<file path="config.mk">
export PLATFORM = sky130hd
export DESIGN_NAME = cbi_top
export DESIGN_NICKNAME = d
export VERILOG_FILES = /design/src/hw/cbi_pkg.sv /design/src/hw/cbi_if.sv /design/src/hw/cbi_deadtime.sv /design/src/hw/cbi_top.sv
export SDC_FILE = /design/constraint.sdc
export NUM_CORES = 1
export LEC_CHECK = 0
export ABC_AREA = 1
export BUFFER_PORTS_ARGS = -buffer_cell sky130_fd_sc_hd__buf_2
export CELL_PAD_IN_SITES_DETAIL_PLACEMENT = 0
export CELL_PAD_IN_SITES_GLOBAL_PLACEMENT = 1
export CORE_AREA = 2 2 115 117
export CTS_CLUSTER_DIAMETER = 80
export DETAILED_ROUTE_END_ITERATION = 8
export DIE_AREA = 0 0 117 119
export HOLD_SLACK_MARGIN = 0.15
export PLACE_DENSITY_LB_ADDON = 0.1
export SLEW_MARGIN = 20
export SYNTH_ARGS = -nofsm -noshare
export SYNTH_HDL_FRONTEND = slang
export SYNTH_SLANG_ARGS = --single-unit
</file>
<file path="constraint.sdc">
create_clock -name clk_i -period 2.45 [get_ports clk_i]
set_clock_uncertainty 0.2 [all_clocks]
set_input_delay 0 -clock clk_i [delete_from_list [all_inputs] [get_ports clk_i]]
set_output_delay 0 -clock clk_i [all_outputs]
set_load 0.02 [all_outputs]
</file>
<file path="src/hw/cbi_pkg.sv">
package cbi_pkg;

    // Clock and timing
    localparam int CLK_PERIOD_NS = 10;
    localparam int TACH_PULSE_NS = 10000;
    localparam int TACH_PULSE_CYCLES =
        (TACH_PULSE_NS + CLK_PERIOD_NS - 1) / CLK_PERIOD_NS;
    localparam logic [9:0] TACH_LOAD = 10'(TACH_PULSE_CYCLES - 1);
    localparam logic [9:0] TACH_IDLE = 10'h000;

    // Oscillator periods of blanking and of dead time
    localparam logic [1:0] BLANK_OSC_CYCLES = 2'h2;
    localparam logic [1:0] DEAD_OSC_CYCLES = 2'h2;

    // Field positions in the synchronised pin vector
    localparam int IN_W = 6;
    localparam int IN_POS_LSB = 0;
    localparam int IN_POS_MSB = 2;
    localparam int IN_DIR = 3;
    localparam int IN_QUAD = 4;
    localparam int IN_OSC = 5;

    // Drive indices inside the six interlock flags
    localparam int PHASES = 3;
    localparam int DRIVES = 6;

    // Reset values
    localparam logic [IN_W-1:0] RST_PINS = 6'h00;
    localparam logic [2:0] HIGH_OFF_N = 3'h7;
    localparam logic [2:0] DRIVE_OFF = 3'h0;
    localparam logic [5:0] FLAGS_CLEAR = 6'h00;
    localparam logic [2:0] POS_RESET = 3'h0;
    localparam logic [1:0] CNT_RESET = 2'h0;

    // Position latch state, Gray coded
    typedef enum logic [0:0] {
        LATCH_OPEN = 1'b0,
        LATCH_FROZEN = 1'b1
    } cbi_latch_t;

endpackage

</file>
<file path="src/hw/cbi_if.sv">
interface cbi_if;
    logic ce;
    logic osc_tick;
    logic [2:0] req_high;
    logic [2:0] req_low;
    logic [2:0] drive_high;
    logic [2:0] drive_low;
    logic [5:0] interlock;

    modport ctrl (
        output ce,
        output osc_tick,
        output req_high,
        output req_low,
        input drive_high,
        input drive_low,
        input interlock
    );

    modport dt (
        input ce,
        input osc_tick,
        input req_high,
        input req_low,
        output drive_high,
        output drive_low,
        output interlock
    );
endinterface

</file>
<file path="src/hw/cbi_deadtime.sv">
module cbi_deadtime (
    input wire logic clk_i,
    input wire logic resetn_i,
    cbi_if.dt bus
);

    typedef struct packed {
        logic [2:0] drive_high;
        logic [2:0] drive_low;
        logic [5:0] flag;
        logic [5:0][1:0] cnt;
    } cbi_dt_state_t;

    cbi_dt_state_t st;
    cbi_dt_state_t next_st;
    logic [5:0] on;

    // Gate each request by the opposing flag, then age the flags
    always_comb begin
        on = cbi_pkg::FLAGS_CLEAR;
        next_st = st;
        for (int p = 0; p < cbi_pkg::PHASES; p++) begin
            on[p] = bus.req_high[p] & ~st.flag[p + cbi_pkg::PHASES]
                & ~bus.req_low[p];
            on[p + cbi_pkg::PHASES] = bus.req_low[p] & ~st.flag[p]
                & ~bus.req_high[p];
        end
        for (int d = 0; d < cbi_pkg::DRIVES; d++) begin
            if (on[d]) begin
                next_st.flag[d] = 1'b1;
                next_st.cnt[d] = cbi_pkg::CNT_RESET;
            end else if (st.flag[d] && bus.osc_tick) begin
                if (st.cnt[d] == cbi_pkg::DEAD_OSC_CYCLES - 2'h1) begin
                    next_st.flag[d] = 1'b0;
                    next_st.cnt[d] = cbi_pkg::CNT_RESET;
                end else begin
                    next_st.cnt[d] = st.cnt[d] + 2'h1;
                end
            end
        end
        next_st.drive_high = on[2:0];
        next_st.drive_low = on[5:3];
    end

    // State register, frozen while the clock enable is low
    always_ff @(posedge clk_i or negedge resetn_i) begin
        if (!resetn_i) begin
            st <= '0;
        end else if (bus.ce) begin
            st <= next_st;
        end
    end

    assign bus.drive_high = st.drive_high;
    assign bus.drive_low = st.drive_low;
    assign bus.interlock = st.flag;

endmodule

</file>
<file path="src/hw/cbi_top.sv">
module cbi_top (
    input wire logic clk_i,
    input wire logic resetn_i,
    input wire logic ce_i,
    input wire logic position_in_1_i,
    input wire logic position_in_2_i,
    input wire logic position_in_3_i,
    input wire logic dir_i,
    input wire logic quad_sel_i,
    input wire logic pwm_osc_i,
    input wire logic pwm_on_i,
    output logic [2:0] high_drive_n_o,
    output logic [2:0] low_drive_o,
    output logic [5:0] interlock_o,
    output logic tach_o
);

    typedef struct packed {
        logic [cbi_pkg::IN_W-1:0] sync1;
        logic [cbi_pkg::IN_W-1:0] sync2;
        logic [cbi_pkg::IN_W-1:0] sync3;
        logic [cbi_pkg::IN_W-1:0] filt;
        logic osc_prev;
        logic osc_tick;
        cbi_pkg::cbi_latch_t latch;
        logic [2:0] pos;
        logic [1:0] blank_cnt;
        logic [9:0] tach_cnt;
        logic tach;
        logic [2:0] high_n;
        logic [2:0] low;
        logic [5:0] flags;
    } cbi_top_state_t;

    cbi_top_state_t st;
    cbi_top_state_t next_st;

    cbi_if bus ();

    logic [5:0] dec;
    logic [2:0] pin_pos;
    logic pos_change;
    logic [2:0] req_high;
    logic [2:0] req_low;

    // Take a bit over only where the second and third stages agree
    function automatic logic [cbi_pkg::IN_W-1:0] settle(
        input logic [cbi_pkg::IN_W-1:0] held,
        input logic [cbi_pkg::IN_W-1:0] s2,
        input logic [cbi_pkg::IN_W-1:0] s3
    );
        logic [cbi_pkg::IN_W-1:0] agree;
        agree = ~(s2 ^ s3);
        settle = (agree & s2) | (~agree & held);
    endfunction

    // Commutation table: {high on A..C, low on A..C}, bit 0 is phase A
    // Code order is {position 1, position 2, position 3}
    function automatic logic [5:0] commutate(
        input logic dir,
        input logic [2:0] code
    );
        commutate = 6'h00;
        if (dir) begin
            unique case (code)
                3'h1: commutate = {3'h1, 3'h2};
                3'h3: commutate = {3'h1, 3'h4};
                3'h2: commutate = {3'h2, 3'h4};
                3'h6: commutate = {3'h2, 3'h1};
                3'h4: commutate = {3'h4, 3'h1};
                3'h5: commutate = {3'h4, 3'h2};
                default: commutate = 6'h00;
            endcase
        end else begin
            unique case (code)
                3'h5: commutate = {3'h2, 3'h4};
                3'h4: commutate = {3'h1, 3'h4};
                3'h6: commutate = {3'h1, 3'h2};
                3'h2: commutate = {3'h4, 3'h2};
                3'h3: commutate = {3'h4, 3'h1};
                3'h1: commutate = {3'h2, 3'h1};
                default: commutate = 6'h00;
            endcase
        end
    endfunction

    // Settled position code and change against the latched code
    assign pin_pos = st.filt[cbi_pkg::IN_POS_MSB:cbi_pkg::IN_POS_LSB];
    assign pos_change = (pin_pos != st.pos);

    // Drive requests from the latched position
    always_comb begin
        dec = commutate(st.filt[cbi_pkg::IN_DIR], st.pos);
        if (st.filt[cbi_pkg::IN_QUAD]) begin
            req_high = dec[5:3] & {3{pwm_on_i}};
            req_low = dec[2:0] & {3{pwm_on_i}};
        end else begin
            req_high = dec[5:3];
            req_low = dec[2:0] & {3{pwm_on_i}};
        end
    end

    // Next state of synchronisers, latch, tach and outputs
    always_comb begin
        next_st = st;

        // Three stage pin synchroniser
        next_st.sync1 = {pwm_osc_i, quad_sel_i, dir_i,
                         position_in_1_i, position_in_2_i, position_in_3_i};
        next_st.sync2 = st.sync1;
        next_st.sync3 = st.sync2;
        next_st.filt = settle(st.filt, st.sync2, st.sync3);

        // One pulse per completed oscillator period
        next_st.osc_prev = st.filt[cbi_pkg::IN_OSC];
        next_st.osc_tick = st.filt[cbi_pkg::IN_OSC] & ~st.osc_prev;

        // Tach pulse runs down to idle
        if (st.tach_cnt != cbi_pkg::TACH_IDLE) begin
            next_st.tach_cnt = st.tach_cnt - 10'h001;
        end else begin
            next_st.tach = 1'b0;
        end

        // Position latch, transparent or blanked
        unique case (st.latch)
            cbi_pkg::LATCH_OPEN: begin
                if (pos_change && !st.tach) begin
                    next_st.pos = pin_pos;
                    next_st.latch = cbi_pkg::LATCH_FROZEN;
                    next_st.blank_cnt = cbi_pkg::CNT_RESET;
                    next_st.tach_cnt = cbi_pkg::TACH_LOAD;
                    next_st.tach = 1'b1;
                end
            end
            cbi_pkg::LATCH_FROZEN: begin
                if (st.osc_tick) begin
                    if (st.blank_cnt ==
                        cbi_pkg::BLANK_OSC_CYCLES - 2'h1) begin
                        next_st.latch = cbi_pkg::LATCH_OPEN;
                        next_st.blank_cnt = cbi_pkg::CNT_RESET;
                    end else begin
                        next_st.blank_cnt = st.blank_cnt + 2'h1;
                    end
                end
            end
        endcase

        // Registered copies of the interlocked drives
        next_st.high_n = ~bus.drive_high;
        next_st.low = bus.drive_low;
        next_st.flags = bus.interlock;
    end

    // State register, frozen while the clock enable is low
    always_ff @(posedge clk_i or negedge resetn_i) begin
        if (!resetn_i) begin
            st <= '{
                sync1: cbi_pkg::RST_PINS,
                sync2: cbi_pkg::RST_PINS,
                sync3: cbi_pkg::RST_PINS,
                filt: cbi_pkg::RST_PINS,
                osc_prev: 1'b0,
                osc_tick: 1'b0,
                latch: cbi_pkg::LATCH_OPEN,
                pos: cbi_pkg::POS_RESET,
                blank_cnt: cbi_pkg::CNT_RESET,
                tach_cnt: cbi_pkg::TACH_IDLE,
                tach: 1'b0,
                high_n: cbi_pkg::HIGH_OFF_N,
                low: cbi_pkg::DRIVE_OFF,
                flags: cbi_pkg::FLAGS_CLEAR
            };
        end else if (ce_i) begin
            st <= next_st;
        end
    end

    // Link to the interlock stage
    assign bus.ce = ce_i;
    assign bus.osc_tick = st.osc_tick;
    assign bus.req_high = req_high;
    assign bus.req_low = req_low;

    // Dead time and cross conduction interlock
    cbi_deadtime u_deadtime (
        .clk_i(clk_i),
        .resetn_i(resetn_i),
        .bus(bus)
    );

    // Outputs straight from state flops
    assign high_drive_n_o = st.high_n;
    assign low_drive_o = st.low;
    assign interlock_o = st.flags;
    assign tach_o = st.tach;

endmodule

</file>
; Word level (Yosys, flattened, before mapping)
; Index checks and enable logic that the tools add are counted.
[totals]
register_bits = 79
in_bits = 10
output_inout_bits = 13
elab_cells = 173
[classes]
addsub = 8
eq_ne = 16
mux = 50
bitwise_logic = 36
reduce_logical = 35
[op_table]
columns = cell, n
row1 = $pmux 6 s6, 2
row2 = $mux 2, 20
row3 = $reduce_and 3->1, 8
row4 = $reduce_bool 2->1, 12
row5 = $mux 1, 21
row6 = $mux 17, 1
row7 = $add 2x1->2 const B, 7
row8 = $eq 2x1->1 const B, 7
row9 = $not 1->1, 14
row10 = $and 1x1->1, 13
row11 = $and 6x6->6, 2
row12 = $not 6->6, 2
row13 = $reduce_and 2->1, 6
row14 = $mux 11, 1
row15 = $mux 10, 1
row16 = $reduce_bool 10->1, 1
row17 = $sub 10x1->10 const B, 1
row18 = $eq 3x3->1 const B, 3
row19 = $logic_and 1x1->1, 7
row20 = $and 3x3->3, 2
row21 = $eq 3x2->1 const B, 2
row22 = $mux 6, 1
row23 = $or 6x6->6, 1
row24 = $xor 6x6->6, 1
row25 = other kinds (9), 9

; Logic depth before layout (Yosys ltp)
; Gate-level depths: netlist of the first run.
[depth]
ltp_word = 9
depth_mapped = 9
mapped_depth_nobuf = 9

; Modules after synthesis
; From an unflattened synthesis of the first run, not the netlist that was laid out.
[unflattened]
cells_unflattened = 477
area_unflattened_um2 = 3871.2
[by_module_without_submodules]
columns = mod, n_inst, cells_per_inst, area_per_inst_um2, seq_area_each_um2
row1 = cbi_top, 1, 320, 2631.3, 1380.1
row2 = cbi_deadtime, 1, 157, 1239.9, 600.6

; Worst setup path after synthesis of the first run
; Ideal clock, no wire load.
[synth_path]
path_type = register to register
start = reg st[13] (netlist bit)
end = reg st (netlist bit tach_o)
setup_time_ps = 120
arrival_time_ps = 1232
t_required_ps = 2130
path_slack_ps = 897
path_stages_with_launch = 9
path_buffers = 1
period_less_slack_ps = 1553
cell_sequence = dfrtp_1 inv_1 ha_1 nand3_1 inv_1 nand3_2 buf_6 o21ai_1 nand2_1
[synth_via]
elab_chain_cells = 4
[synth_lines]
columns = element, line
row1 = "start, declared", cbi_top.sv:35  ; cbi_top_state_t st;
row2 = "start signal, assigned", cbi_top.sv:158  ; st <= '{
row3 = "start signal, assigned", cbi_top.sv:175  ; st <= next_st;
row4 = $reduce_bool 10->1 (*), cbi_top.sv:119  ; if (st.tach_cnt != cbi_pkg::TACH_IDLE) begin
row5 = $mux 1 (*), cbi_top.sv:119
row6 = $mux 17, cbi_top.sv:128  ; if (pos_change && !st.tach) begin
row7 = $mux 11 (*), cbi_top.sv:126  ; unique case (st.latch)
; Mark *: on every way between the ends. The rest lies on a longest branch, timed or not. The select of a mux whose other input is x is not followed.
; A chain may end at the register's enable or synchronous reset.

==> results of run 1 <==
-- placed cells by master, fill, tap and decap left out, drive strengths merged --
| cell type | n |
|---|---|
| nand2 | 160 |
| dfrtp | 76 |
| inv | 55 |
| o21ai | 51 |
| nand3 | 29 |
| nor2 | 28 |
| buf | 26 |
| dlygate4sd3 | 14 |
| nand4 | 12 |
| clkbuf | 11 |
| a21oi | 9 |
| or2 | 6 |
| bufinv | 3 |
| dfstp | 3 |
| xnor2 | 3 |
| nor3 | 2 |
| clkinvlp | 2 |
| o22ai | 1 |
| ha | 1 |
-- worst max path at each step --
stage                      start     endpoint  slack [ns]
after floorplan           st[13]       tach_o        0.90
after global placement    st[13]       st[13]        0.61
after detailed placement  st[13]       st[13]        0.56
after CTS                   ce_i  next_st[45]        0.23
after global routing        ce_i  next_st[45]        0.09
final                       ce_i  next_st[45]        0.21
-- registers in the layout (all words and copies together) (netlist names), 3 cells and up, named ones only --
register / cells
u_deadtime.bus.drive_high: 3
high_drive_n_o: 3
st: 23
next_st: 12
u_deadtime.bus.interlock: 6
u_deadtime.st: 12
interlock_o: 6
u_deadtime.bus.drive_low: 3
low_drive_o: 3
-- logic make-up after synthesis --
group	share of synthesized area [%]
simple gates	27.2
buf+inv	10.7
flops	52.7
compound gates	8.16
xor+xnor	0.900
fa+ha+maj	0.333
-- report_power, final --
part	switching, mW	internal (mW)	leakage (nW)
Combinational	0.712	0.417	1.08
Clock	0.531	1.02	0.162
Sequential	0.258	1.67	0.992
Total	1.50	3.11	2.23
-- worst max-delay path, cell delays in order --
cell and delay [ns]:
dlygate4sd3_1 0.52, buf_2 0.23, buf_4 0.29, nand2_1 0.07
dlygate4sd3_1 0.55, o21ai_0 0.07, dlygate4sd3_1 0.57
-- stage by stage --
| stage | util (%) | cell area (um2) | instances | hold slack [ns] |
|---|---|---|---|---|
| floorplan | - | 3750 | 465 | -0.496 |
| global placement | 30.6 | 3940 | 638 | -0.125 |
| detailed placement | 30.6 | 3940 | 638 | -0.126 |
| CTS | 34.4 | 4420 | 668 | 0.178 |
| global route | 34.4 | 4420 | 668 | 0.215 |
| finish | 34.4 | 4420 | 668 | 0.193 |
-- layer usage --
layer | global-route usage (%) | vias to the layer above | wire length [um]
li1 | - | 1502 | -
met1 | 16.5 | 1325 | 3890
met2 | 18.9 | 25 | 3450
met3 | 2.75 | 10 | 164
met4 | 6.40 | 0 | 158
met5 | 0 | - | 0
-- repair_timing --
item                       in CTS  in global routing
resized for setup               0                  0
hold endpoints to repair      127                  0
hold buffers                   14                  0
setup endpoints to repair       0                  0
-- area by class of cell --
cell class,count,share of cell area [%]
Clock buffer,11,5.49
Inverter,55,4.67
Tap cell,176,4.98
Clock inverter,5,2.38
Multi-Input combinational cell,302,31.1
Sequential cell,79,44.8
Timing Repair Buffer,40,6.67
==> results.py, run 1 <==
metrics = {
    "status": {
        "outcome": "complete, no violations",
    },
    "grt": {
        "grt_max_degree": 80,
        "grt_overflow": 0,
        "grt_pass1_vias": 2743,
        "antenna_found_initial": 0,
        "grt.total_usage_pct": 12.4,
        "grt_pass1_wl_mm": 13.3,
    },
    "job": {
        "maxCapViolCount": 0,
    },
    "synthesis": {
        "syn_inst": 465,
        "synth_area_leaders": "dfrtp_1 51%, nand2_1 16%, o21ai_0 5.9%",
        "synth_commonest_cells": "160 x nand2_1, 76 x dfrtp_1, 52 x inv_1",
        "synth_edf_count": 0,
        "synth_fp_nets": 476,
        "avgSynthCellArea_um2": 8.07,
        "synthesis.area_mm2": 0.00375,
        "synth_seq_area_share_pct": 52.7,
        "yosysMostFrequentCell": "nand2_1",
        "yosysWarningCount": 0,
        "yosysUniqueCellTypes": 27,
        "yosysTopAreaCell": "dfrtp_1",
        "ys_ff_latch": 79,
        "synth_flop_cell": "dfrtp_1",
        "yosys.area.top_type_share_pct": 50.6,
        "ys_async_sr_fraction_pct": 100,
    },
    "final_layout": {
        "final_layout_size_suffix_gt1_share_pct": 12.0,
        "regArea_mm2": 0.00198,
        "syn_to_final_growth_pct": 17.8,
        "fillers": 1353,
        "insertedDiodeCount": 0,
        "final_nets": 498,
        "multiInputGateArea_mm2": 0.00137,
    },
    "cts": {
        "numCtsBuffers": 9,
        "post_cts_buffers": 0,
        "htree_levels": 3,
        "cts_root_buf": "clkbuf_16",
        "cts_tree": "built",
        "clkSlewWorstSetupHoldPaths_ns": 0.06,
        "clk_path_buf_depth": 2,
        "clkLatencyLatePin_ns": 0.34,
        "cts.sinks": 79,
    },
    "routing": {
        "first_pass_iters": 4,
        "ant_nets": 0,
        "vias_per_cell": 4.28,
        "wl_mm": 7.66,
        "drcViolationCount": 0,
        "drtIter0Drc": 140,
        "wl_per_cell_um": 11.5,
        "vias": 2862,
    },
    "power": {
        "irDropWorstVdd_mv": 0.375,
        "powerDensity_mw_per_mm2": 1040,
        "finalPower_mw": 4.61,
        "p_leak_nw": 2.23,
    },
    "worst_setup_path": {
        "crit_fanout": 22,
        "worstSetupPathType": "in2reg",
        "regToRegSetupSlack_ns": 0.57,
        "reg2reg_from": "st[13]",
        "arrival_ns": 2.32,
        "endpoint_kind": "flip-flop",
        "startpoint_type": "input port",
        "cp.required_ns": 2.53,
        "rr_worst_depth": 9,
        "rr_endpoint": "st[13]",
    },
    "place": {
        "hpwlAfterDp_mm": 5.09,
        "preCtsSetupSlack_ns": 0.556,
        "port_buffers": 22,
        "globalplace.congestion": 0.741,
    },
    "sta": {
        "finalCritPeriodShare_pct": 91.4,
        "relSlewSlack_pct": 46.6,
        "rsz0062_at_grt": "false",
        "finalSetupTns_ns": 0,
        "finalSetupViolCount": 0,
        "finalCriticalPeriod_ns": 2.24,
        "slew_violations": 0,
        "max_freq_mhz": 447,
        "tightest_slew_ns": 0.802,
        "hold_viol": 0,
        "setup_slack_ns": 0.211,
    },
    "worst_hold_path": {
        "holdCritStartpoint": "pwm_osc_i",
        "hold_end": "next_st[48]",
        "holdPathStages": 4,
        "hold_path_class": "in2reg",
    },
    "floorplan": {
        "fp.coreArea_mm2": 0.0129,
        "die_height_um": 119,
        "die_x_um": 117,
        "ios": 23,
        "dieArea_mm2": 0.0139,
        "rows": 42,
        "start_util_pct": 29.2,
    },
}
(Power assumes the default switching activity.)
==> run 2: changes to the inputs <==
--- a/config.mk
+++ b/config.mk
@@ -5,14 +5,14 @@
 export SDC_FILE = /design/constraint.sdc
 export NUM_CORES = 1
 export LEC_CHECK = 0
-export ABC_AREA = 1
+export ABC_AREA = 0
 export BUFFER_PORTS_ARGS = -buffer_cell sky130_fd_sc_hd__buf_2
 export CELL_PAD_IN_SITES_DETAIL_PLACEMENT = 0
 export CELL_PAD_IN_SITES_GLOBAL_PLACEMENT = 1
-export CORE_AREA = 2 2 115 117
+export CORE_AREA = 2 2 88 90
 export CTS_CLUSTER_DIAMETER = 80
 export DETAILED_ROUTE_END_ITERATION = 8
-export DIE_AREA = 0 0 117 119
+export DIE_AREA = 0 0 90 92
 export HOLD_SLACK_MARGIN = 0.15
 export PLACE_DENSITY_LB_ADDON = 0.1
 export SLEW_MARGIN = 20
==> run 2 against run 1 <==
  * Via count shrank 16%
  * Die area shrank 41%
  * Synthesized cell count shrank 29%
  * Worst hold slack gained 0.026 ns
  * Non-clock buffer count grew 1
  * Cell area shrank 9.0%
  * Worst setup slack gained 0.042 ns
  * Critical endpoint is now u_deadtime.bus.drive_low[2]
  * Largest power group unchanged
==> results.py, run 2 <==
metrics = {
    "final_layout": {
        "fin_area_mm2": 0.00402,
        "layout_common_cells": "76 x dfrtp_1, 34 x nand2_1, 33 x mux2_2",
        "fillers": 692,
        "largest-register": "st",
        "insertedDiodeCount": 0,
        "utilization_pct": 54.0,
        "multiInputGateArea_mm2": 0.00139,
        "regArea_mm2": 0.00198,
        "final_nets": 365,
        "largest_reg_flops": 23,
        "final_layout_size_suffix_gt1_share_pct": 23.7,
        "final_common_cell": "dfrtp_1",
        "finalNonFillerCells": 461,
        "syn_to_final_growth_pct": 12.6,
    },
    "worst_setup_path": {
        "path_depth": 5,
        "cp_top_family": "buffers and inverters",
        "rr_worst_depth": 5,
        "endpoint_kind": "flip-flop",
        "worstSetupPathType": "reg2reg",
        "crit_end": "u_deadtime.bus.drive_low[2]",
        "slowest_stage": "dlygate4sd3_1",
        "cp.required_ns": 2.51,
        "path_cells": "or3b_1, a21oi_1, nand2_1, dlygate4sd3_1, o21ai_0",
        "critical_path_buf_inv_count": 1,
        "startpoint_type": "flip-flop",
        "worst_path_largest_cell_delay_ns": 0.58,
        "crit_fanout": 14,
        "rr_endpoint": "u_deadtime.bus.drive_low[2]",
        "arrival_ns": 2.26,
        "regToRegSetupSlack_ns": 0.25,
    },
    "floorplan": {
        "start_util_pct": 48.0,
        "rows": 32,
        "dieArea_mm2": 0.00828,
        "ios": 23,
        "die_x_um": 90,
        "fp.coreArea_mm2": 0.00745,
        "die_height_um": 92,
    },
    "sta": {
        "rsz0062_at_grt": "false",
        "whs_ns": 0.218,
        "tightest_slew_ns": 0.522,
        "hold_viol": 0,
        "relSlewSlack_pct": 65.2,
        "setup_slack_ns": 0.252,
        "finalSetupTns_ns": 0,
        "slew_violations": 0,
        "finalCritPeriodShare_pct": 89.7,
        "max_freq_mhz": 455,
        "finalSetupViolCount": 0,
        "finalCriticalPeriod_ns": 2.20,
    },
    "synthesis": {
        "synthAdderAreaFrac_pct": 0.350,
        "syn_inst": 329,
        "yosysWarningCount": 0,
        "yosysUniqueCellTypes": 41,
        "synth_compound_area_share_pct": 11.8,
        "ys_async_sr_fraction_pct": 100,
        "synth_seq_area_share_pct": 55.4,
        "synth_xor_area_share_pct": 0.980,
        "synth_commonest_cells": "76 x dfrtp_1, 34 x nand2_1, 33 x mux2_2",
        "synth_top_family_by_area": "simple AND/OR/NAND/NOR gates",
        "yosysMostFrequentCell": "dfrtp_1",
        "synth_flop_cell": "dfrtp_1",
        "synth_fp_nets": 340,
        "ys_ff_latch": 79,
        "yosysTopAreaCell": "dfrtp_1",
        "avgSynthCellArea_um2": 10.9,
        "yosys.area.top_type_share_pct": 53.2,
        "yosys.area_share.simple_pct": 15.2,
        "synthesis.area_mm2": 0.00357,
        "synth_edf_count": 0,
        "muxShareOfSynthArea_pct": 10.7,
        "synth_area_leaders": "dfrtp_1 53%, mux2_2 10%, nand2_1 3.6%",
    },
    "cts": {
        "cts_resized": 0,
        "cts.sinks": 79,
        "cts_tree": "built",
        "cts_hold_buf": 12,
        "cts_root_buf": "clkbuf_8",
        "numCtsBuffers": 9,
        "clkLatencyLatePin_ns": 0.34,
        "clk_path_buf_depth": 2,
        "clkSlewWorstSetupHoldPaths_ns": 0.08,
        "htree_levels": 3,
        "post_cts_buffers": 0,
    },
    "routing": {
        "ant_nets": 0,
        "first_pass_iters": 4,
        "wl_per_cell_um": 13.7,
        "vias_per_cell": 5.22,
        "wl_mm": 6.31,
        "vias": 2405,
        "drcViolationCount": 0,
        "drtIter0Drc": 104,
    },
    "place": {
        "dp_cells": 433,
        "globalplace.congestion": 0.793,
        "hpwlAfterDp_mm": 4.25,
        "port_buffers": 22,
        "preCtsSetupSlack_ns": 0.342,
        "dpl_cell_area_mm2": 0.00372,
    },
    "grt": {
        "grt_pass1_wl_mm": 11.4,
        "grt_pass1_vias": 2350,
        "antenna_found_initial": 0,
        "grt.total_usage_pct": 17.1,
        "grt_max_degree": 51,
        "grt_overflow": 0,
    },
    "power": {
        "p_leak_nw": 1.82,
        "finalPower_mw": 3.94,
        "powerDensity_mw_per_mm2": 980,
        "irDropWorstVdd_mv": 0.467,
    },
    "status": {
        "outcome": "complete, no violations",
    },
    "worst_hold_path": {
        "holdCritStartpoint": "quad_sel_i",
        "hold_path_class": "in2reg",
    },
    "job": {
        "maxCapViolCount": 0,
    },
}
run 2: metal layers:
layer  track usage, %  part of all wire, %  vias up
met1             24.2                   50     1181
met4             5.00                  1.2        0
met2             26.3                   46       37
li1                 -                    -     1181
met3             4.44                  3.0        6
met5                0                    0        -
run 2: worst min path at each step:
stage	endpoint	slack, ns	cells past startpoint
after floorplan	asynchronous set/reset pin	-0.50	0
after global placement	interlock_o[1]	-0.19	1
after detailed placement	interlock_o[1]	-0.18	1
after CTS	next_st[45]	0.21	3
after global routing	next_st[47]	0.22	3
final	next_st[47]	0.22	3
run 2: cell families after synthesis:
| logic type | after synthesis |
|---|---|
| flip-flops | 79 |
| AND/OR/NAND/NOR | 101 |
| multiplexers | 34 |
| buffers and inverters | 41 |
| XOR/XNOR | 4 |
| AO/OA/AOI/OAI | 69 |
| adder cells (fa/ha/maj) | 1 |
run 2: final cells by class:
cell class / instances / area share, %
Timing Repair Buffer: 41 / 7.34
Clock inverter: 6 / 0.902
Tap cell: 102 / 3.17
Inverter: 14 / 1.31
Clock buffer: 10 / 3.42
Multi-Input combinational cell: 209 / 34.6
Sequential cell: 79 / 49.2
run 2: worst register-to-register path, cell delays in order (launching register included):
cell           delay (ns)
dfrtp_1              0.52
or3b_1               0.40
a21oi_1              0.26
nand2_1              0.08
dlygate4sd3_1        0.58
o21ai_0              0.08
run 2: report_power, final:
| group | internal (mW) | switching, mW | leakage [nW] |
|---|---|---|---|
| clock | 0.390 | 0.458 | 0.0918 |
| combinational | 0.510 | 0.518 | 0.768 |
| sequential | 1.70 | 0.369 | 0.964 |
| total | 2.60 | 1.35 | 1.82 |
==> run 3: changes to the inputs <==
--- a/config.mk
+++ b/config.mk
@@ -5,14 +5,14 @@
 export SDC_FILE = /design/constraint.sdc
 export NUM_CORES = 1
 export LEC_CHECK = 0
-export ABC_AREA = 0
+export ABC_AREA = 1
 export BUFFER_PORTS_ARGS = -buffer_cell sky130_fd_sc_hd__buf_2
 export CELL_PAD_IN_SITES_DETAIL_PLACEMENT = 0
 export CELL_PAD_IN_SITES_GLOBAL_PLACEMENT = 1
-export CORE_AREA = 2 2 88 90
+export CORE_AREA = 2 2 91 93
 export CTS_CLUSTER_DIAMETER = 80
 export DETAILED_ROUTE_END_ITERATION = 8
-export DIE_AREA = 0 0 90 92
+export DIE_AREA = 0 0 93 95
 export HOLD_SLACK_MARGIN = 0.15
 export PLACE_DENSITY_LB_ADDON = 0.1
 export SLEW_MARGIN = 20
==> run 3 against run 2 <==
  * Clock power rose by 14%
  * Fmax fell by 4.7%
  * First-iteration DRC count rose by 15%
  * Critical path depth rose by 2
  * Register-to-register slack improved by 0.33 ns
  * Count of clock-buffer cells in the layout did not move
  * Non-clock buffer count did not move
  * Critical path type is now in2reg
  * Largest power group unchanged
==> results.py, run 3 (same netlist as run 1, synthesis figures left out) <==
metrics = {
    "status": {
        "outcome": "complete, no violations",
    },
    "worst_setup_path": {
        "rr_endpoint": "st[13]",
        "rr_worst_depth": 9,
        "crit_fanout": 41,
        "regToRegSetupSlack_ns": 0.58,
        "worst_path_largest_cell_delay_ns": 0.59,
        "path_cells": "dlygate4sd3_1, clkbuf_4, buf_12, nand2_1, dlygate4sd3_1, o21ai_0, dlygate4sd3_1",
        "critical_path_buf_inv_count": 5,
        "cp_top_family": "buffers and inverters",
        "reg2reg_from": "st[13]",
        "cpMostUsedCell": "dlygate4sd3_1",
        "cp.required_ns": 2.54,
        "startpoint_type": "input port",
        "slowest_stage": "dlygate4sd3_1",
        "endpoint_kind": "flip-flop",
        "arrival_ns": 2.39,
        "worstSetupPathType": "in2reg",
    },
    "worst_hold_path": {
        "holdCritStartpoint": "u_deadtime.bus.drive_high[0]",
        "hold_end": "high_drive_n_o[0]",
        "holdPathStages": 1,
        "hold_path_class": "reg2reg",
    },
    "place": {
        "hpwlAfterDp_mm": 4.46,
        "dpl_cell_area_mm2": 0.00384,
        "globalplace.congestion": 0.792,
        "port_buffers": 22,
    },
    "grt": {
        "grt_pass1_vias": 2760,
        "grt_overflow": 0,
        "grt_max_degree": 52,
        "grt.total_usage_pct": 17.9,
        "grt_pass1_wl_mm": 12.4,
        "antenna_found_initial": 0,
    },
    "routing": {
        "drcViolationCount": 0,
        "drtIter0Drc": 120,
        "wl_per_cell_um": 11.6,
        "vias": 2848,
        "first_pass_iters": 4,
        "vias_per_cell": 4.76,
        "wl_mm": 6.95,
        "ant_nets": 0,
    },
    "final_layout": {
        "layout_common_cells": "160 x nand2_1, 76 x dfrtp_1, 52 x inv_1",
        "fin_area_mm2": 0.00421,
        "largest-register": "st",
        "final_nets": 499,
        "largest_reg_flops": 23,
        "final_layout_size_suffix_gt1_share_pct": 11.6,
        "final_common_cell": "nand2_1",
        "syn_to_final_growth_pct": 12.2,
        "insertedDiodeCount": 0,
    },
    "floorplan": {
        "rows": 33,
        "die_height_um": 95,
        "ios": 23,
        "start_util_pct": 47.4,
        "die_x_um": 93,
        "dieArea_mm2": 0.00884,
        "fp.coreArea_mm2": 0.00793,
    },
    "cts": {
        "htree_levels": 3,
        "cts.sinks": 79,
        "post_cts_buffers": 0,
        "clkSlewWorstSetupHoldPaths_ns": 0.09,
        "numCtsBuffers": 9,
        "cts_tree": "built",
        "clk_path_buf_depth": 2,
        "cts_root_buf": "clkbuf_8",
        "clkLatencyLatePin_ns": 0.35,
    },
    "sta": {
        "relSlewSlack_pct": 49.3,
        "finalSetupTns_ns": 0,
        "rsz0062_at_grt": "false",
        "slew_violations": 0,
        "max_freq_mhz": 434,
        "hold_viol": 0,
        "finalCriticalPeriod_ns": 2.31,
        "tightest_slew_ns": 0.759,
        "finalCritPeriodShare_pct": 94.1,
        "finalSetupViolCount": 0,
    },
    "power": {
        "p_leak_nw": 2.17,
        "irDropWorstVdd_mv": 0.408,
        "powerDensity_mw_per_mm2": 952,
    },
    "job": {
        "maxCapViolCount": 0,
    },
}
==> run 3: worst max-delay path by stage <==
stage | from | end | slack [ns] | depth (start not counted)
finish | ce_i | next_st[47] | 0.14 | 7
global route | ce_i | next_st[47] | 0.09 | 7
CTS | ce_i | next_st[47] | 0.12 | 7
detailed placement | st[13] | st[13] | 0.58 | 9
global placement | st[13] | st[13] | 0.65 | 9
floorplan | st[13] | tach_o | 0.90 | 8
==> run 3: report_power, final <==
group / total, mW / internal [mW] / switching, mW
clock network: 0.967 / 0.477 / 0.491
registers: 1.93 / 1.67 / 0.264
logic: 1.12 / 0.420 / 0.697
==> run 3: stage by stage <==
stage | hold WS, ns | instances | utilization [%] | worst slack, ns | power, mW
after floorplan | -0.496 | 465 | - | 0.897 | 2.85
after global placement | -0.137 | 565 | 48.5 | 0.649 | 3.03
after detailed placement | -0.133 | 565 | 48.5 | 0.578 | 3.06
after CTS | 0.247 | 598 | 53.1 | 0.122 | 4.07
after global routing | 0.272 | 598 | 53.2 | 0.0851 | 4.36
final | 0.238 | 598 | 53.2 | 0.145 | 4.01
==> run 3: what timing repair did <==
item	in CTS	in global routing
hold endpoints to repair	126	0
resized for setup	0	1
setup endpoints to repair	0	1
hold buffers	17	0
==> run 3: layout make-up <==
type	count	area, um2
clock inverters	6	68.8
clock buffers	10	128
inverters	55	206
flip-flops and latches	79	1980
repair buffers	41	325
multi-input cells	302	1370
fillers	778	3710
well taps	105	131
==> run 3: worst register-to-register path, stage by stage, from the launching register on <==
cell and delay, ns:
dfrtp_1 0.38, inv_1 0.11, ha_1 0.20, nand3_1 0.12, inv_1 0.12, nand3_2 0.25, nand2_1 0.19, inv_1 0.07
nand2_1 0.05, nand3_1 0.06
==> run 3: metal layers <==
layer | track usage [%] | part of all wire (%)
met1 | 23.3 | 50
met2 | 29.4 | 45
met3 | 2.79 | 2.4
met4 | 8.70 | 2.5
met5 | 0 | 0
